File: config.mk
export PLATFORM = sky130hd
export DESIGN_NAME = arp_top
export DESIGN_NICKNAME = d
export VERILOG_FILES = /design/src/hdl/arp_pkg.sv /design/src/hdl/arp_top.sv
export SDC_FILE = /design/constraint.sdc
export NUM_CORES = 1
export LEC_CHECK = 0
export BUFFER_PORTS_ARGS = -buffer_cell sky130_fd_sc_hd__buf_2
export CAP_MARGIN = 20
export CORE_MARGIN = 1
export CORE_UTILIZATION = 52
export DETAILED_ROUTE_END_ITERATION = 7
export PLACE_DENSITY_LB_ADDON = 0.3
export SYNTH_ARGS = -nofsm -noshare
export SYNTH_HDL_FRONTEND = slang
export SYNTH_SLANG_ARGS = --single-unit
File: constraint.sdc
create_clock -name clk -period 7.3 [get_ports clk]
set_clock_uncertainty 0.05 [all_clocks]
set_input_delay 1.46 -clock clk [delete_from_list [all_inputs] [get_ports clk]]
set_output_delay 1.46 -clock clk [all_outputs]
set_load 0.1 [all_outputs]
File: src/hdl/arp_pkg.sv
package arp_pkg;

  // ****************************************
  // bus and register map
  // ****************************************
  localparam int          ADDR_W          = 8;
  localparam int          DATA_W          = 32;
  localparam int          NUM_CH          = 8;
  localparam int          RES_W           = 10;
  localparam int          POS_W           = 3;
  localparam logic [7:0]  OFS_DONE_FLAGS  = 8'h00;
  localparam logic [7:0]  OFS_DIG_IN_EN   = 8'h04;
  localparam logic [7:0]  OFS_PIN_PORT    = 8'h08;
  localparam logic [7:0]  OFS_SEQ_START   = 8'h0C;
  localparam logic [7:0]  OFS_CONV_CFG    = 8'h10;
  localparam logic [7:0]  OFS_IRQ_STATUS  = 8'h14;
  localparam logic [7:0]  OFS_IRQ_MASK    = 8'h18;
  localparam logic [7:0]  OFS_RESULT_BASE = 8'h20;
  localparam logic [7:0]  RESULT_SPAN     = 8'h20;

  // ****************************************
  // field positions
  // ****************************************
  localparam int          SEQ_JUSTIFY_BIT = 0;
  localparam int          SEQ_SIGNED_BIT  = 1;
  localparam int          CFG_FFC_BIT     = 0;
  localparam int          CFG_ETRIG_BIT   = 1;
  localparam int          CFG_TSRC_BIT    = 2;
  localparam int          CFG_TCH_LSB     = 4;
  localparam int          RES_LEFT_SHIFT  = 6;

  // ****************************************
  // reset values and responses
  // ****************************************
  localparam logic [7:0]  RST_FLAGS       = 8'h00;
  localparam logic [7:0]  RST_DIG_IN_EN   = 8'h00;
  localparam logic [7:0]  RST_PIN_PORT    = 8'hFF;
  localparam logic [15:0] RST_RESULT      = 16'h0000;
  localparam logic [1:0]  RESP_OKAY       = 2'h0;
  localparam logic [1:0]  RESP_SLVERR     = 2'h2;

  // ****************************************
  // carriers
  // ****************************************
  typedef struct packed {
    logic             valid;
    logic [POS_W-1:0] pos;
    logic [RES_W-1:0] data;
  } arp_conv_result_t;

  typedef struct packed {
    logic             ext_trigger_on;
    logic             trigger_source_select;
    logic [POS_W-1:0] trigger_channel_select;
  } arp_trig_cfg_t;

  typedef struct packed {
    logic start;
    logic justify_select;
    logic signed_select;
  } arp_seq_ctl_t;

endpackage

File: src/hdl/arp_top.sv
// Functional notes
// eight done flags; flag x sets when conversion x lands in result x
// any write to sequence start control clears all done flags
// fast clear off: flag read then result x read clears flag x
// fast clear on: any read of result x clears flag x
// sequence start clear beats set; set beats read clears
// done flag register always readable; writes ignored
// input enable bit x opens digital path from pin x to port bit x
// port bit returns pin level if enabled or active trigger pin, source 0
// disabled, non-trigger port bit reads one
// reset sets all port bits to one; writes ignored
// port bit x reflects analog pin x
// eight result registers, read-only in normal operation
// justify select chooses left or right alignment
// signed with left justify stores two's complement
// signed with right justify ignored; result unsigned
// result writes only in special mode; ignored otherwise
// flag register read returns flags unchanged, only arms read clear
`timescale 1ns/1ps
`default_nettype none
module arp_top
  import arp_pkg::*;
(
  input  wire logic                          clk,
  input  wire logic                          reset_n,
  input  wire logic [arp_pkg::ADDR_W-1:0]    s_axi_awaddr,
  input  wire logic                          s_axi_awvalid,
  output logic                               s_axi_awready,
  input  wire logic [arp_pkg::DATA_W-1:0]    s_axi_wdata,
  input  wire logic [3:0]                    s_axi_wstrb,
  input  wire logic                          s_axi_wvalid,
  output logic                               s_axi_wready,
  output logic [1:0]                         s_axi_bresp,
  output logic                               s_axi_bvalid,
  input  wire logic                          s_axi_bready,
  input  wire logic [arp_pkg::ADDR_W-1:0]    s_axi_araddr,
  input  wire logic                          s_axi_arvalid,
  output logic                               s_axi_arready,
  output logic [arp_pkg::DATA_W-1:0]         s_axi_rdata,
  output logic [1:0]                         s_axi_rresp,
  output logic                               s_axi_rvalid,
  input  wire logic                          s_axi_rready,
  input  wire arp_pkg::arp_conv_result_t     conv_result,
  input  wire logic [arp_pkg::NUM_CH-1:0]    analog_input_pin,
  input  wire logic                          special_mode,
  output arp_pkg::arp_seq_ctl_t              seq_ctl,
  output arp_pkg::arp_trig_cfg_t             trig_cfg,
  output logic                               fast_flag_clear,
  output logic [arp_pkg::NUM_CH-1:0]         input_buffer_on,
  output logic                               irq
);
  import arp_pkg::*;

  // ****************************************
  // declarations
  // ****************************************
  logic                  aw_hold_r;
  logic                  aw_hold_nxt;
  logic                  w_hold_r;
  logic                  w_hold_nxt;
  logic [ADDR_W-1:0]     waddr_r;
  logic [DATA_W-1:0]     wdata_r;
  logic [3:0]            wstrb_r;
  logic                  awready_r;
  logic                  awready_nxt;
  logic                  wready_r;
  logic                  wready_nxt;
  logic                  bvalid_r;
  logic                  bvalid_nxt;
  logic [1:0]            bresp_r;
  logic                  arready_r;
  logic                  arready_nxt;
  logic                  rvalid_r;
  logic                  rvalid_nxt;
  logic [DATA_W-1:0]     rdata_r;
  logic [1:0]            rresp_r;
  logic                  do_write;
  logic                  do_read;
  logic                  lane0;
  logic                  lane1;
  logic                  wr_dig_in_en;
  logic                  wr_seq_start;
  logic                  wr_conv_cfg;
  logic                  wr_irq_status;
  logic                  wr_irq_mask;
  logic                  wr_result_area;
  logic                  wr_mapped;
  logic                  rd_done_flags;
  logic                  rd_result_area;
  logic                  rd_mapped;
  logic [POS_W-1:0]      wr_res_idx;
  logic [POS_W-1:0]      rd_res_idx;
  logic [DATA_W-1:0]     rd_mux;
  logic [NUM_CH-1:0]     done_flag_r;
  logic [NUM_CH-1:0]     done_flag_nxt;
  logic [NUM_CH-1:0]     armed_r;
  logic [NUM_CH-1:0]     armed_nxt;
  logic [NUM_CH-1:0]     flag_set;
  logic [NUM_CH-1:0]     res_read;
  logic [NUM_CH-1:0]     read_clear;
  logic [NUM_CH-1:0]     dig_in_en_r;
  logic [NUM_CH-1:0]     pin_level_port_r;
  logic [NUM_CH-1:0]     pin_s1_r;
  logic [NUM_CH-1:0]     pin_s2_r;
  logic [NUM_CH-1:0]     pin_s3_r;
  logic [NUM_CH-1:0]     pin_filt_r;
  logic [NUM_CH-1:0]     trig_pin;
  logic [NUM_CH-1:0]     buf_on_r;
  logic [NUM_CH-1:0]     irq_status_r;
  logic [NUM_CH-1:0]     irq_mask_r;
  logic                  irq_r;
  logic [2:0]            spec_sync_r;
  logic                  special_r;
  logic                  justify_r;
  logic                  signed_r;
  logic                  start_r;
  logic                  ffc_r;
  logic                  etrig_r;
  logic                  tsrc_r;
  logic [POS_W-1:0]      tch_r;
  logic [15:0]           result_r [NUM_CH];
  logic [15:0]           fmt_result;

  // ****************************************
  // axi4-lite write channel
  // ****************************************
  assign do_write    = aw_hold_r & w_hold_r & ~bvalid_r;
  assign aw_hold_nxt = do_write ? 1'b0 : (aw_hold_r | (s_axi_awvalid & awready_r));
  assign w_hold_nxt  = do_write ? 1'b0 : (w_hold_r | (s_axi_wvalid & wready_r));
  assign bvalid_nxt  = do_write | (bvalid_r & ~s_axi_bready);
  assign awready_nxt = ~aw_hold_nxt & ~bvalid_nxt;
  assign wready_nxt  = ~w_hold_nxt & ~bvalid_nxt;

  always_ff @(posedge clk) begin
    if (!reset_n) begin
      aw_hold_r <= 1'b0;
      w_hold_r  <= 1'b0;
      awready_r <= 1'b0;
      wready_r  <= 1'b0;
      bvalid_r  <= 1'b0;
      bresp_r   <= RESP_OKAY;
    end else begin
      aw_hold_r <= aw_hold_nxt;
      w_hold_r  <= w_hold_nxt;
      awready_r <= awready_nxt;
      wready_r  <= wready_nxt;
      bvalid_r  <= bvalid_nxt;
      if (do_write) begin
        bresp_r <= wr_mapped ? RESP_OKAY : RESP_SLVERR;
      end
    end
  end

  always_ff @(posedge clk) begin
    if (!reset_n) begin
      waddr_r <= '0;
      wdata_r <= '0;
      wstrb_r <= 4'h0;
    end else begin
      if (s_axi_awvalid & awready_r) begin
        waddr_r <= s_axi_awaddr;
      end
      if (s_axi_wvalid & wready_r) begin
        wdata_r <= s_axi_wdata;
        wstrb_r <= s_axi_wstrb;
      end
    end
  end

  // ****************************************
  // write decode
  // ****************************************
  assign lane0          = wstrb_r[0];
  assign lane1          = wstrb_r[1];
  assign wr_res_idx     = waddr_r[POS_W+1:2];
  assign wr_result_area = do_write & (waddr_r >= OFS_RESULT_BASE)
                          & (waddr_r < OFS_RESULT_BASE + RESULT_SPAN);
  assign wr_dig_in_en   = do_write & (waddr_r == OFS_DIG_IN_EN) & lane0;
  assign wr_seq_start   = do_write & (waddr_r == OFS_SEQ_START);
  assign wr_conv_cfg    = do_write & (waddr_r == OFS_CONV_CFG) & lane0;
  assign wr_irq_status  = do_write & (waddr_r == OFS_IRQ_STATUS) & lane0;
  assign wr_irq_mask    = do_write & (waddr_r == OFS_IRQ_MASK) & lane0;
  // flags and port offsets are mapped but writes are dropped
  assign wr_mapped      = (waddr_r == OFS_DONE_FLAGS) | (waddr_r == OFS_DIG_IN_EN)
                          | (waddr_r == OFS_PIN_PORT) | (waddr_r == OFS_SEQ_START)
                          | (waddr_r == OFS_CONV_CFG) | (waddr_r == OFS_IRQ_STATUS)
                          | (waddr_r == OFS_IRQ_MASK)
                          | ((waddr_r >= OFS_RESULT_BASE) & (waddr_r < OFS_RESULT_BASE + RESULT_SPAN));

  // ****************************************
  // axi4-lite read channel
  // ****************************************
  assign do_read        = s_axi_arvalid & arready_r;
  assign rvalid_nxt     = do_read | (rvalid_r & ~s_axi_rready);
  assign arready_nxt    = ~rvalid_nxt;
  assign rd_res_idx     = s_axi_araddr[POS_W+1:2];
  assign rd_result_area = (s_axi_araddr >= OFS_RESULT_BASE)
                          & (s_axi_araddr < OFS_RESULT_BASE + RESULT_SPAN);
  assign rd_done_flags  = do_read & (s_axi_araddr == OFS_DONE_FLAGS);
  assign rd_mapped      = (s_axi_araddr == OFS_DONE_FLAGS) | (s_axi_araddr == OFS_DIG_IN_EN)
                          | (s_axi_araddr == OFS_PIN_PORT) | (s_axi_araddr == OFS_SEQ_START)
                          | (s_axi_araddr == OFS_CONV_CFG) | (s_axi_araddr == OFS_IRQ_STATUS)
                          | (s_axi_araddr == OFS_IRQ_MASK) | rd_result_area;

  always_comb begin
    rd_mux = '0;
    case (s_axi_araddr)
      OFS_DONE_FLAGS: rd_mux[NUM_CH-1:0] = done_flag_r;
      OFS_DIG_IN_EN:  rd_mux[NUM_CH-1:0] = dig_in_en_r;
      OFS_PIN_PORT:   rd_mux[NUM_CH-1:0] = pin_level_port_r;
      OFS_SEQ_START: begin
        rd_mux[SEQ_JUSTIFY_BIT] = justify_r;
        rd_mux[SEQ_SIGNED_BIT]  = signed_r;
      end
      OFS_CONV_CFG: begin
        rd_mux[CFG_FFC_BIT]                    = ffc_r;
        rd_mux[CFG_ETRIG_BIT]                  = etrig_r;
        rd_mux[CFG_TSRC_BIT]                   = tsrc_r;
        rd_mux[CFG_TCH_LSB+POS_W-1:CFG_TCH_LSB] = tch_r;
      end
      OFS_IRQ_STATUS: rd_mux[NUM_CH-1:0] = irq_status_r;
      OFS_IRQ_MASK:   rd_mux[NUM_CH-1:0] = irq_mask_r;
      default: begin
        if (rd_result_area) begin
          rd_mux[15:0] = result_r[rd_res_idx];
        end
      end
    endcase
  end

  always_ff @(posedge clk) begin
    if (!reset_n) begin
      arready_r <= 1'b0;
      rvalid_r  <= 1'b0;
      rdata_r   <= '0;
      rresp_r   <= RESP_OKAY;
    end else begin
      arready_r <= arready_nxt;
      rvalid_r  <= rvalid_nxt;
      if (do_read) begin
        rdata_r <= rd_mux;
        rresp_r <= rd_mapped ? RESP_OKAY : RESP_SLVERR;
      end
    end
  end

  // ****************************************
  // control registers
  // ****************************************
  always_ff @(posedge clk) begin
    if (!reset_n) begin
      dig_in_en_r <= RST_DIG_IN_EN;
      justify_r   <= 1'b0;
      signed_r    <= 1'b0;
      start_r     <= 1'b0;
      ffc_r       <= 1'b0;
      etrig_r     <= 1'b0;
      tsrc_r      <= 1'b0;
      tch_r       <= '0;
      irq_mask_r  <= '0;
    end else begin
      start_r <= wr_seq_start;
      if (wr_dig_in_en) begin
        dig_in_en_r <= wdata_r[NUM_CH-1:0];
      end
      if (wr_seq_start & lane0) begin
        justify_r <= wdata_r[SEQ_JUSTIFY_BIT];
        signed_r  <= wdata_r[SEQ_SIGNED_BIT];
      end
      if (wr_conv_cfg) begin
        ffc_r   <= wdata_r[CFG_FFC_BIT];
        etrig_r <= wdata_r[CFG_ETRIG_BIT];
        tsrc_r  <= wdata_r[CFG_TSRC_BIT];
        tch_r   <= wdata_r[CFG_TCH_LSB+POS_W-1:CFG_TCH_LSB];
      end
      if (wr_irq_mask) begin
        irq_mask_r <= wdata_r[NUM_CH-1:0];
      end
    end
  end

  // ****************************************
  // special mode strap sync
  // ****************************************
  always_ff @(posedge clk) begin
    if (!reset_n) begin
      spec_sync_r <= 3'h0;
      special_r   <= 1'b0;
    end else begin
      spec_sync_r <= {spec_sync_r[1:0], special_mode};
      if (spec_sync_r[1] == spec_sync_r[2]) begin
        special_r <= spec_sync_r[2];
      end
    end
  end

  // ****************************************
  // done flags, read clear, pin port
  // ****************************************
  genvar gi;
  generate
    for (gi = 0; gi < NUM_CH; gi++) begin : g_ch
      assign flag_set[gi]   = conv_result.valid & (conv_result.pos == POS_W'(gi));
      assign res_read[gi]   = do_read & rd_result_area & (rd_res_idx == POS_W'(gi));
      assign read_clear[gi] = res_read[gi] & (ffc_r | armed_r[gi]);
      assign trig_pin[gi]   = etrig_r & ~tsrc_r & (tch_r == POS_W'(gi));

      always_comb begin
        if (wr_seq_start) begin
          done_flag_nxt[gi] = 1'b0;
        end else if (flag_set[gi]) begin
          done_flag_nxt[gi] = 1'b1;
        end else if (read_clear[gi]) begin
          done_flag_nxt[gi] = 1'b0;
        end else begin
          done_flag_nxt[gi] = done_flag_r[gi];
        end
        if (wr_seq_start | res_read[gi]) begin
          armed_nxt[gi] = 1'b0;
        end else if (rd_done_flags) begin
          armed_nxt[gi] = 1'b1;
        end else begin
          armed_nxt[gi] = armed_r[gi];
        end
      end

      always_ff @(posedge clk) begin
        if (!reset_n) begin
          pin_level_port_r[gi] <= RST_PIN_PORT[gi];
          pin_filt_r[gi]       <= 1'b1;
          buf_on_r[gi]         <= 1'b0;
        end else begin
          if (pin_s2_r[gi] == pin_s3_r[gi]) begin
            pin_filt_r[gi] <= pin_s3_r[gi];
          end
          buf_on_r[gi] <= dig_in_en_r[gi] | trig_pin[gi];
          if (dig_in_en_r[gi] | trig_pin[gi]) begin
            pin_level_port_r[gi] <= pin_filt_r[gi];
          end else begin
            pin_level_port_r[gi] <= 1'b1;
          end
        end
      end
    end
  endgenerate

  always_ff @(posedge clk) begin
    if (!reset_n) begin
      pin_s1_r <= '1;
      pin_s2_r <= '1;
      pin_s3_r <= '1;
    end else begin
      pin_s1_r <= analog_input_pin;
      pin_s2_r <= pin_s1_r;
      pin_s3_r <= pin_s2_r;
    end
  end

  always_ff @(posedge clk) begin
    if (!reset_n) begin
      done_flag_r <= RST_FLAGS;
      armed_r     <= '0;
    end else begin
      done_flag_r <= done_flag_nxt;
      armed_r     <= armed_nxt;
    end
  end

  // ****************************************
  // result formatting and storage
  // ****************************************
  always_comb begin
    if (justify_r) begin
      fmt_result = {conv_result.data, 6'h00};
      if (signed_r) begin
        fmt_result[15] = ~conv_result.data[RES_W-1];
      end
    end else begin
      fmt_result = {6'h00, conv_result.data};
    end
  end

  always_ff @(posedge clk) begin
    if (!reset_n) begin
      for (int i = 0; i < NUM_CH; i++) begin
        result_r[i] <= RST_RESULT;
      end
    end else begin
      if (conv_result.valid) begin
        result_r[conv_result.pos] <= fmt_result;
      end else if (wr_result_area & special_r) begin
        if (lane0) begin
          result_r[wr_res_idx][7:0] <= wdata_r[7:0];
        end
        if (lane1) begin
          result_r[wr_res_idx][15:8] <= wdata_r[15:8];
        end
      end
    end
  end

  // ****************************************
  // interrupt
  // ****************************************
  always_ff @(posedge clk) begin
    if (!reset_n) begin
      irq_status_r <= '0;
      irq_r        <= 1'b0;
    end else begin
      irq_status_r <= flag_set
                      | (irq_status_r & ~(wr_irq_status ? wdata_r[NUM_CH-1:0] : {NUM_CH{1'b0}}));
      irq_r        <= |(irq_status_r & irq_mask_r);
    end
  end

  // ****************************************
  // outputs
  // ****************************************
  assign s_axi_awready                  = awready_r;
  assign s_axi_wready                   = wready_r;
  assign s_axi_bvalid                   = bvalid_r;
  assign s_axi_bresp                    = bresp_r;
  assign s_axi_arready                  = arready_r;
  assign s_axi_rvalid                   = rvalid_r;
  assign s_axi_rdata                    = rdata_r;
  assign s_axi_rresp                    = rresp_r;
  assign seq_ctl.start                  = start_r;
  assign seq_ctl.justify_select         = justify_r;
  assign seq_ctl.signed_select          = signed_r;
  assign trig_cfg.ext_trigger_on        = etrig_r;
  assign trig_cfg.trigger_source_select = tsrc_r;
  assign trig_cfg.trigger_channel_select = tch_r;
  assign fast_flag_clear                = ffc_r;
  assign input_buffer_on                = buf_on_r;
  assign irq                            = irq_r;

endmodule
`default_nettype wire

**Word level (Yosys, flattened, before mapping)**

Memory sizes are Yosys's and may differ from the RTL's.
Cells that the tools add are included.

- Bits in latches: 0
- Register bits: 155
- Memory bits (read-only): 0
- Memories kept: 1
- Output and inout port bits: 59
- Memory bits (writable): 128

- Magnitude comparators: 4
- Bitwise logic cells: 115
- Add/subtract/negate cells: 0
- Multiplexer cells: 50
- Reductions and logical operators: 35
- Multiply operators: 0
- Eq/ne operators: 42
- Divide/modulo/power cells: 0
- Shift operators: 0

Memories:

| name | words | width | rd ports | clocked after Yosys merged registers in | wr ports | RTL line | source |
|---|---|---|---|---|---|---|---|
| result_r | 8 | 16 | 1 | 0 | 8 | arp_top.sv:121 | `logic [15:0] result_r [NUM_CH];` |

Operator list:

| operator | count |
|---|---|
| 16-bit two-way mux | 4 |
| 1-bit bitwise AND | 59 |
| 8-bit by 5-bit equality test with 1-bit output (second input constant) | 6 |
| 1-bit OR | 42 |
| 3-bit equality test (second input constant) | 12 |
| 1-bit two-way mux | 34 |
| 8-bit by 4-bit equality test with 1-bit output (second input constant) | 4 |
| 16-bit OR reduction | 2 |
| 3-bit one-hot mux with 7 select lines | 1 |
| 2-bit OR reduction | 10 |
| 3-bit by 2-bit equality test with 1-bit output (second input constant) | 6 |
| 8-bit bitwise AND | 2 |
| 8-bit by 3-bit equality test with 1-bit output (second input constant) | 2 |
| 8-bit by 6-bit greater-or-equal comparator with 1-bit output (second input constant) | 2 |
| 8-bit zero test | 2 |
| 8-bit by 7-bit less-than comparator with 1-bit output (second input constant) | 2 |
| 8-bit two-way mux | 2 |
| 2-bit AND reduction | 8 |
| 2-bit nonzero test | 8 |
| 2-bit one-hot mux with 7 select lines | 1 |
| 1-bit one-hot mux with 6 select lines | 2 |
| 1-bit inverter | 10 |
| 1-bit equality test | 9 |
| 3-bit by 1-bit equality test with 1-bit output (second input constant) | 3 |
| other kinds (8) | 13 |

**Logic depth before layout (Yosys ltp)**

- Depth after elaboration: 11
- Depth in mapped cells: 7
- Gate-level depth less buffers: 4

**Least setup slack after synthesis**

No wires, ideal clock.

- Path kind: input port to flip-flop
- Start point: in conv_result[13] (netlist name)
- End point: mem result_r[7][0], enable pin
- Slack: 3581 ps
- Data arrival time: 3285 ps
- Buffers on the path: 2
- Stages: 6
- Data required time: 6866 ps
- Cells stage by stage: buf_2 nand4b_4 and4bb_4 buf_8 mux2_4 o21ai_0

RTL lines:

| what | RTL line | source |
|---|---|---|
| from (decl) | arp_top.sv:43 | `input wire arp_pkg::arp_conv_result_t conv_result,` |
| to (decl) | arp_top.sv:121 |  |

==> out/summary.md <==
Number of rows created at floorplan: 55. The H-tree depth reported by CTS came out at 1. The run gives 73 as the largest net degree at the start of global routing. The relative max-transition margin is 24.71%.

For this run, the slowest stage of the critical path takes 720 ps. Final count of hold timing violations: 0. The clock-pin slew of the registers on the worst-case setup and hold paths is 60 ps, and the number of remaining DRC errors is 0. Synthesized area: 12,190 um^2. The multi-input combinational cells in the finished layout cover a total of 4855 um^2. The tools report the number of buffers on the longest clock path as 3.

Commonest non-fill, non-tap cell in the layout: sky130_fd_sc_hd__dfxtp_1. For the wire length of the first global-routing pass, the log shows 46.05 mm. The finished layout holds 1,514 standard cells, fillers aside.

Registers take 6907 um^2. In the layout the commonest cells are sky130_fd_sc_hd__dfxtp_1 (153), sky130_fd_sc_hd__edfxtp_1 (128), sky130_fd_sc_hd__nor2_1 (112). Once detailed placement completed, the half-perimeter wirelength came to 20.32 mm. The number of global-route vias before repair came out at 8,248. Of the cells placed in the final design, the portion with a size suffix greater than 1 is 20.15%. Most frequent cell on the critical path: sky130_fd_sc_hd__buf_4. In this run the mean area of a mapped cell was 11.07 um^2. Endpoint type of the worst setup path: a flip-flop.

The achievable frequency was 250.1 MHz. Detailed routing placed a total of 13.15 mm of wire on met2. The global-route usage over all layers is 24.73%.

Yosys printed 0 warnings. In this run the count of I/O pins placed on the die edge is 141. In this run the horizontal extent of the chip is 155.1 um. For this run, the leading register cell type out of synthesis is sky130_fd_sc_hd__dfxtp_1.

Post-CTS timing repair inserted 0 buffers for setup. The number of fillers in the final layout is 1,895, and the number of antenna cells inserted is 0. For the overall die area, the log shows 24,060 um^2. The die outline height was 155.1 um; the largest driver fanout on the critical path was 40. The final layout contains routed wiring with a total length of 29.81 mm. The tools report the number of max-slew violations in the final report as 0.

Total of max-cap violations: 0. The global placement routability congestion was 0.8851. The worst setup path is launched from a primary input.

For this run, the register share of the synthesized area comes to 56.66%. The critical path in this run is classified as in2reg. Counting tap cells, the placed design contains a total of 1,456 instances.

The later pin in the worst-skew pair is clocked with a latency of 540 ps. TritonCTS built the clock tree. Buffers inserted to repair hold after CTS numbered 0.

Yosys mapped the design onto 62 distinct sky130hd cell types. The number of nets in the layout was 1,262; the detailed-route vias per instance was 5.873. After detailed routing, the average wire length per cell comes to 19.69 um. Once detail routing completed, the nets flagged for antenna violations numbered 0. The slowest stage of the critical path belongs to the cell sky130_fd_sc_hd__and4bb_4.

The floorplan step defined a core boundary enclosing 22,850 um^2. Uppermost layer routed: met4. The run finished with clean final reports. The number of gates resized after CTS was 0. The number of synthesized flops with an enable pin was 128; the part of the cycle the worst path needs was 54.76%.

The critical path data arrival time is 4250 ps, and the effective utilization at floorplan is 53.36%. The routed length on met3 is 2.661 mm. The required time of the critical path was 7550 ps; the number of antenna violations at the first check in global routing was 0. The total number of clock tree sinks is 281, and the number of I/O port buffers is 104. In this run the clock root is driven by a sky130_fd_sc_hd__clkbuf_16. The share of synthesized registers carrying an async set or reset is 0%, and the count of final setup violators is 0. The growth of design area from synthesis to finish is 12.70%, and the number of buffers added by the clock tree synthesis step is 28.

Adding up every negative setup slack in the final design gives 0 ps. Walking the worst path, the cells encountered are buf_4, nand4b_4, and4bb_4, mux2i_2, buf_4, o21ai_0, buf_4. Setup repair after global routing left no endpoint under its margin. The final critical path time including I/O delays and setup works out to 3998 ps. The worst min-delay path category is reg2reg. The number of flip-flops and latches in the synthesized netlist was 281.

Summed over all layers, the global routing overflow is 0. The via count is 8,892, and the transition time at the pin with the least slew margin is 1115 ps. The first routing iteration left 812 violations.

In this run the power density over the cells is 252.5 nW/um^2. IR analysis of the VDD net gives a maximum drop of 0.2076 mV. The first detailed-routing pass took 5 iterations. The post-synthesis cell count was 1,101; the wire length on met1 was 13.21 mm.

In this run the static leakage power is 4.938 nW.
==> per-stage QoR <==
step	power [mW]	util, %	worst slack [ps]	cell area [um^2]	hold slack [ps]
6_report	3.469	60.13	3302	13740	351.2
5_1_grt	3.572	60.13	3194	13740	366.5
4_1_cts	3.483	59.93	3027	13690	352.5
3_5_place_dp	2.064	55.88	2485	12770	340.9
3_3_place_gp	2.057	55.83	2592	12750	340.1
2_1_floorplan	1.989	-	3581	12250	336.3
==> synth_stat cells, types with 6 or more instances <==
cell / instances / area [um^2]
sky130_fd_sc_hd__nor2_1: 112 / 420.4
sky130_fd_sc_hd__mux2i_1: 52 / 520.5
sky130_fd_sc_hd__or3_1: 6 / 37.54
sky130_fd_sc_hd__nand2b_1: 37 / 231.5
sky130_fd_sc_hd__nor3_1: 71 / 355.3
sky130_fd_sc_hd__o22ai_1: 6 / 37.54
sky130_fd_sc_hd__buf_1: 8 / 30.03
sky130_fd_sc_hd__dfxtp_1: 153 / 3063
sky130_fd_sc_hd__nand2_1: 108 / 405.4
sky130_fd_sc_hd__nor3_2: 8 / 80.08
sky130_fd_sc_hd__a21oi_1: 61 / 305.3
sky130_fd_sc_hd__and3_1: 7 / 43.79
sky130_fd_sc_hd__a31oi_1: 15 / 93.84
sky130_fd_sc_hd__mux4_2: 28 / 630.6
sky130_fd_sc_hd__buf_4: 26 / 195.2
sky130_fd_sc_hd__and2_1: 15 / 93.84
sky130_fd_sc_hd__nor2b_1: 19 / 118.9
sky130_fd_sc_hd__clkbuf_1: 37 / 138.9
sky130_fd_sc_hd__buf_2: 13 / 65.06
sky130_fd_sc_hd__mux2i_2: 12 / 165.2
sky130_fd_sc_hd__mux2_2: 12 / 135.1
sky130_fd_sc_hd__edfxtp_1: 128 / 3844
sky130_fd_sc_hd__o21ai_0: 42 / 210.2
sky130_fd_sc_hd__nand3_1: 24 / 120.1
sky130_fd_sc_hd__a22oi_1: 17 / 127.6
==> per-layer routing <==
layer | track usage [%] | up-vias
met1 | 36.46 | 4270
met4 | 7.874 | 0
met3 | 4.290 | 56
met2 | 37.11 | 421
met5 | 0 | -
li1 | - | 4145
==> critical path: cells and delay by family <==
kind            cells  cell delay (ps)
mux                 1              650
simple gates        2              880
compound gates      1              250
buf+inv             3              990
==> area by class of cell <==
cell class	count	share of cell area [%]
tap	313	2.851
clock buffer	45	6.284
clock inverter	6	0.4463
inverter	3	0.08197
timing repair buffer	122	4.727
multi-input combinational	744	35.34
sequential	281	50.27
==> kinds of logic (layout without fill, tap and decap cells) <==
kind of cell	after synthesis	after routing	synth area share, %
AO/OA/AOI/OAI	184	184	9.320
XOR/XNOR	1	1	0.07186
buffers and inverters	93	176	4.177
flip-flops	281	281	56.66
multiplexers	105	105	12.03
other	1	18	0.03076
AND/OR/NAND/NOR	436	436	17.72
==> flip-flops by register name, summed over array words and instances, names as in the netlist, 2 cells and up <==
register,count
result_r,128
s_axi_rdata,16
wdata_r,16
armed_r,8
dig_in_en_r,8
done_flag_r,8
input_buffer_on,8
irq_mask_r,8
irq_status_r,8
pin_filt_r,8
pin_level_port_r,8
pin_s1_r,8
pin_s2_r,8
pin_s3_r,8
waddr_r,8
spec_sync_r,3
tch_r,3
wstrb_r,2
==> path summary, 6_finish.rpt <==
| path | from | end | slack, ps | depth (start not counted) |
|---|---|---|---|---|
| max | reset_n | result_r[3][6] | 3300 | 7 |
| max reg2reg | w_hold_r | result_r[3][6] | 4150 | 6 |
| min reg2reg | pin_s1_r[5] | pin_s2_r[5] | 350 | 1 |
| min | pin_s1_r[5] | pin_s2_r[5] | 350 | 1 |
==> where the power goes <==
| part | internal (mW) | total [mW] | switching [mW] |
|---|---|---|---|
| logic | 0.0841 | 0.309 | 0.225 |
| clock network | 0.843 | 1.43 | 0.589 |
| registers | 1.70 | 1.73 | 0.0303 |
| total | 2.62 | 3.47 | 0.845 |
Power figures use the tool's default switching activity.
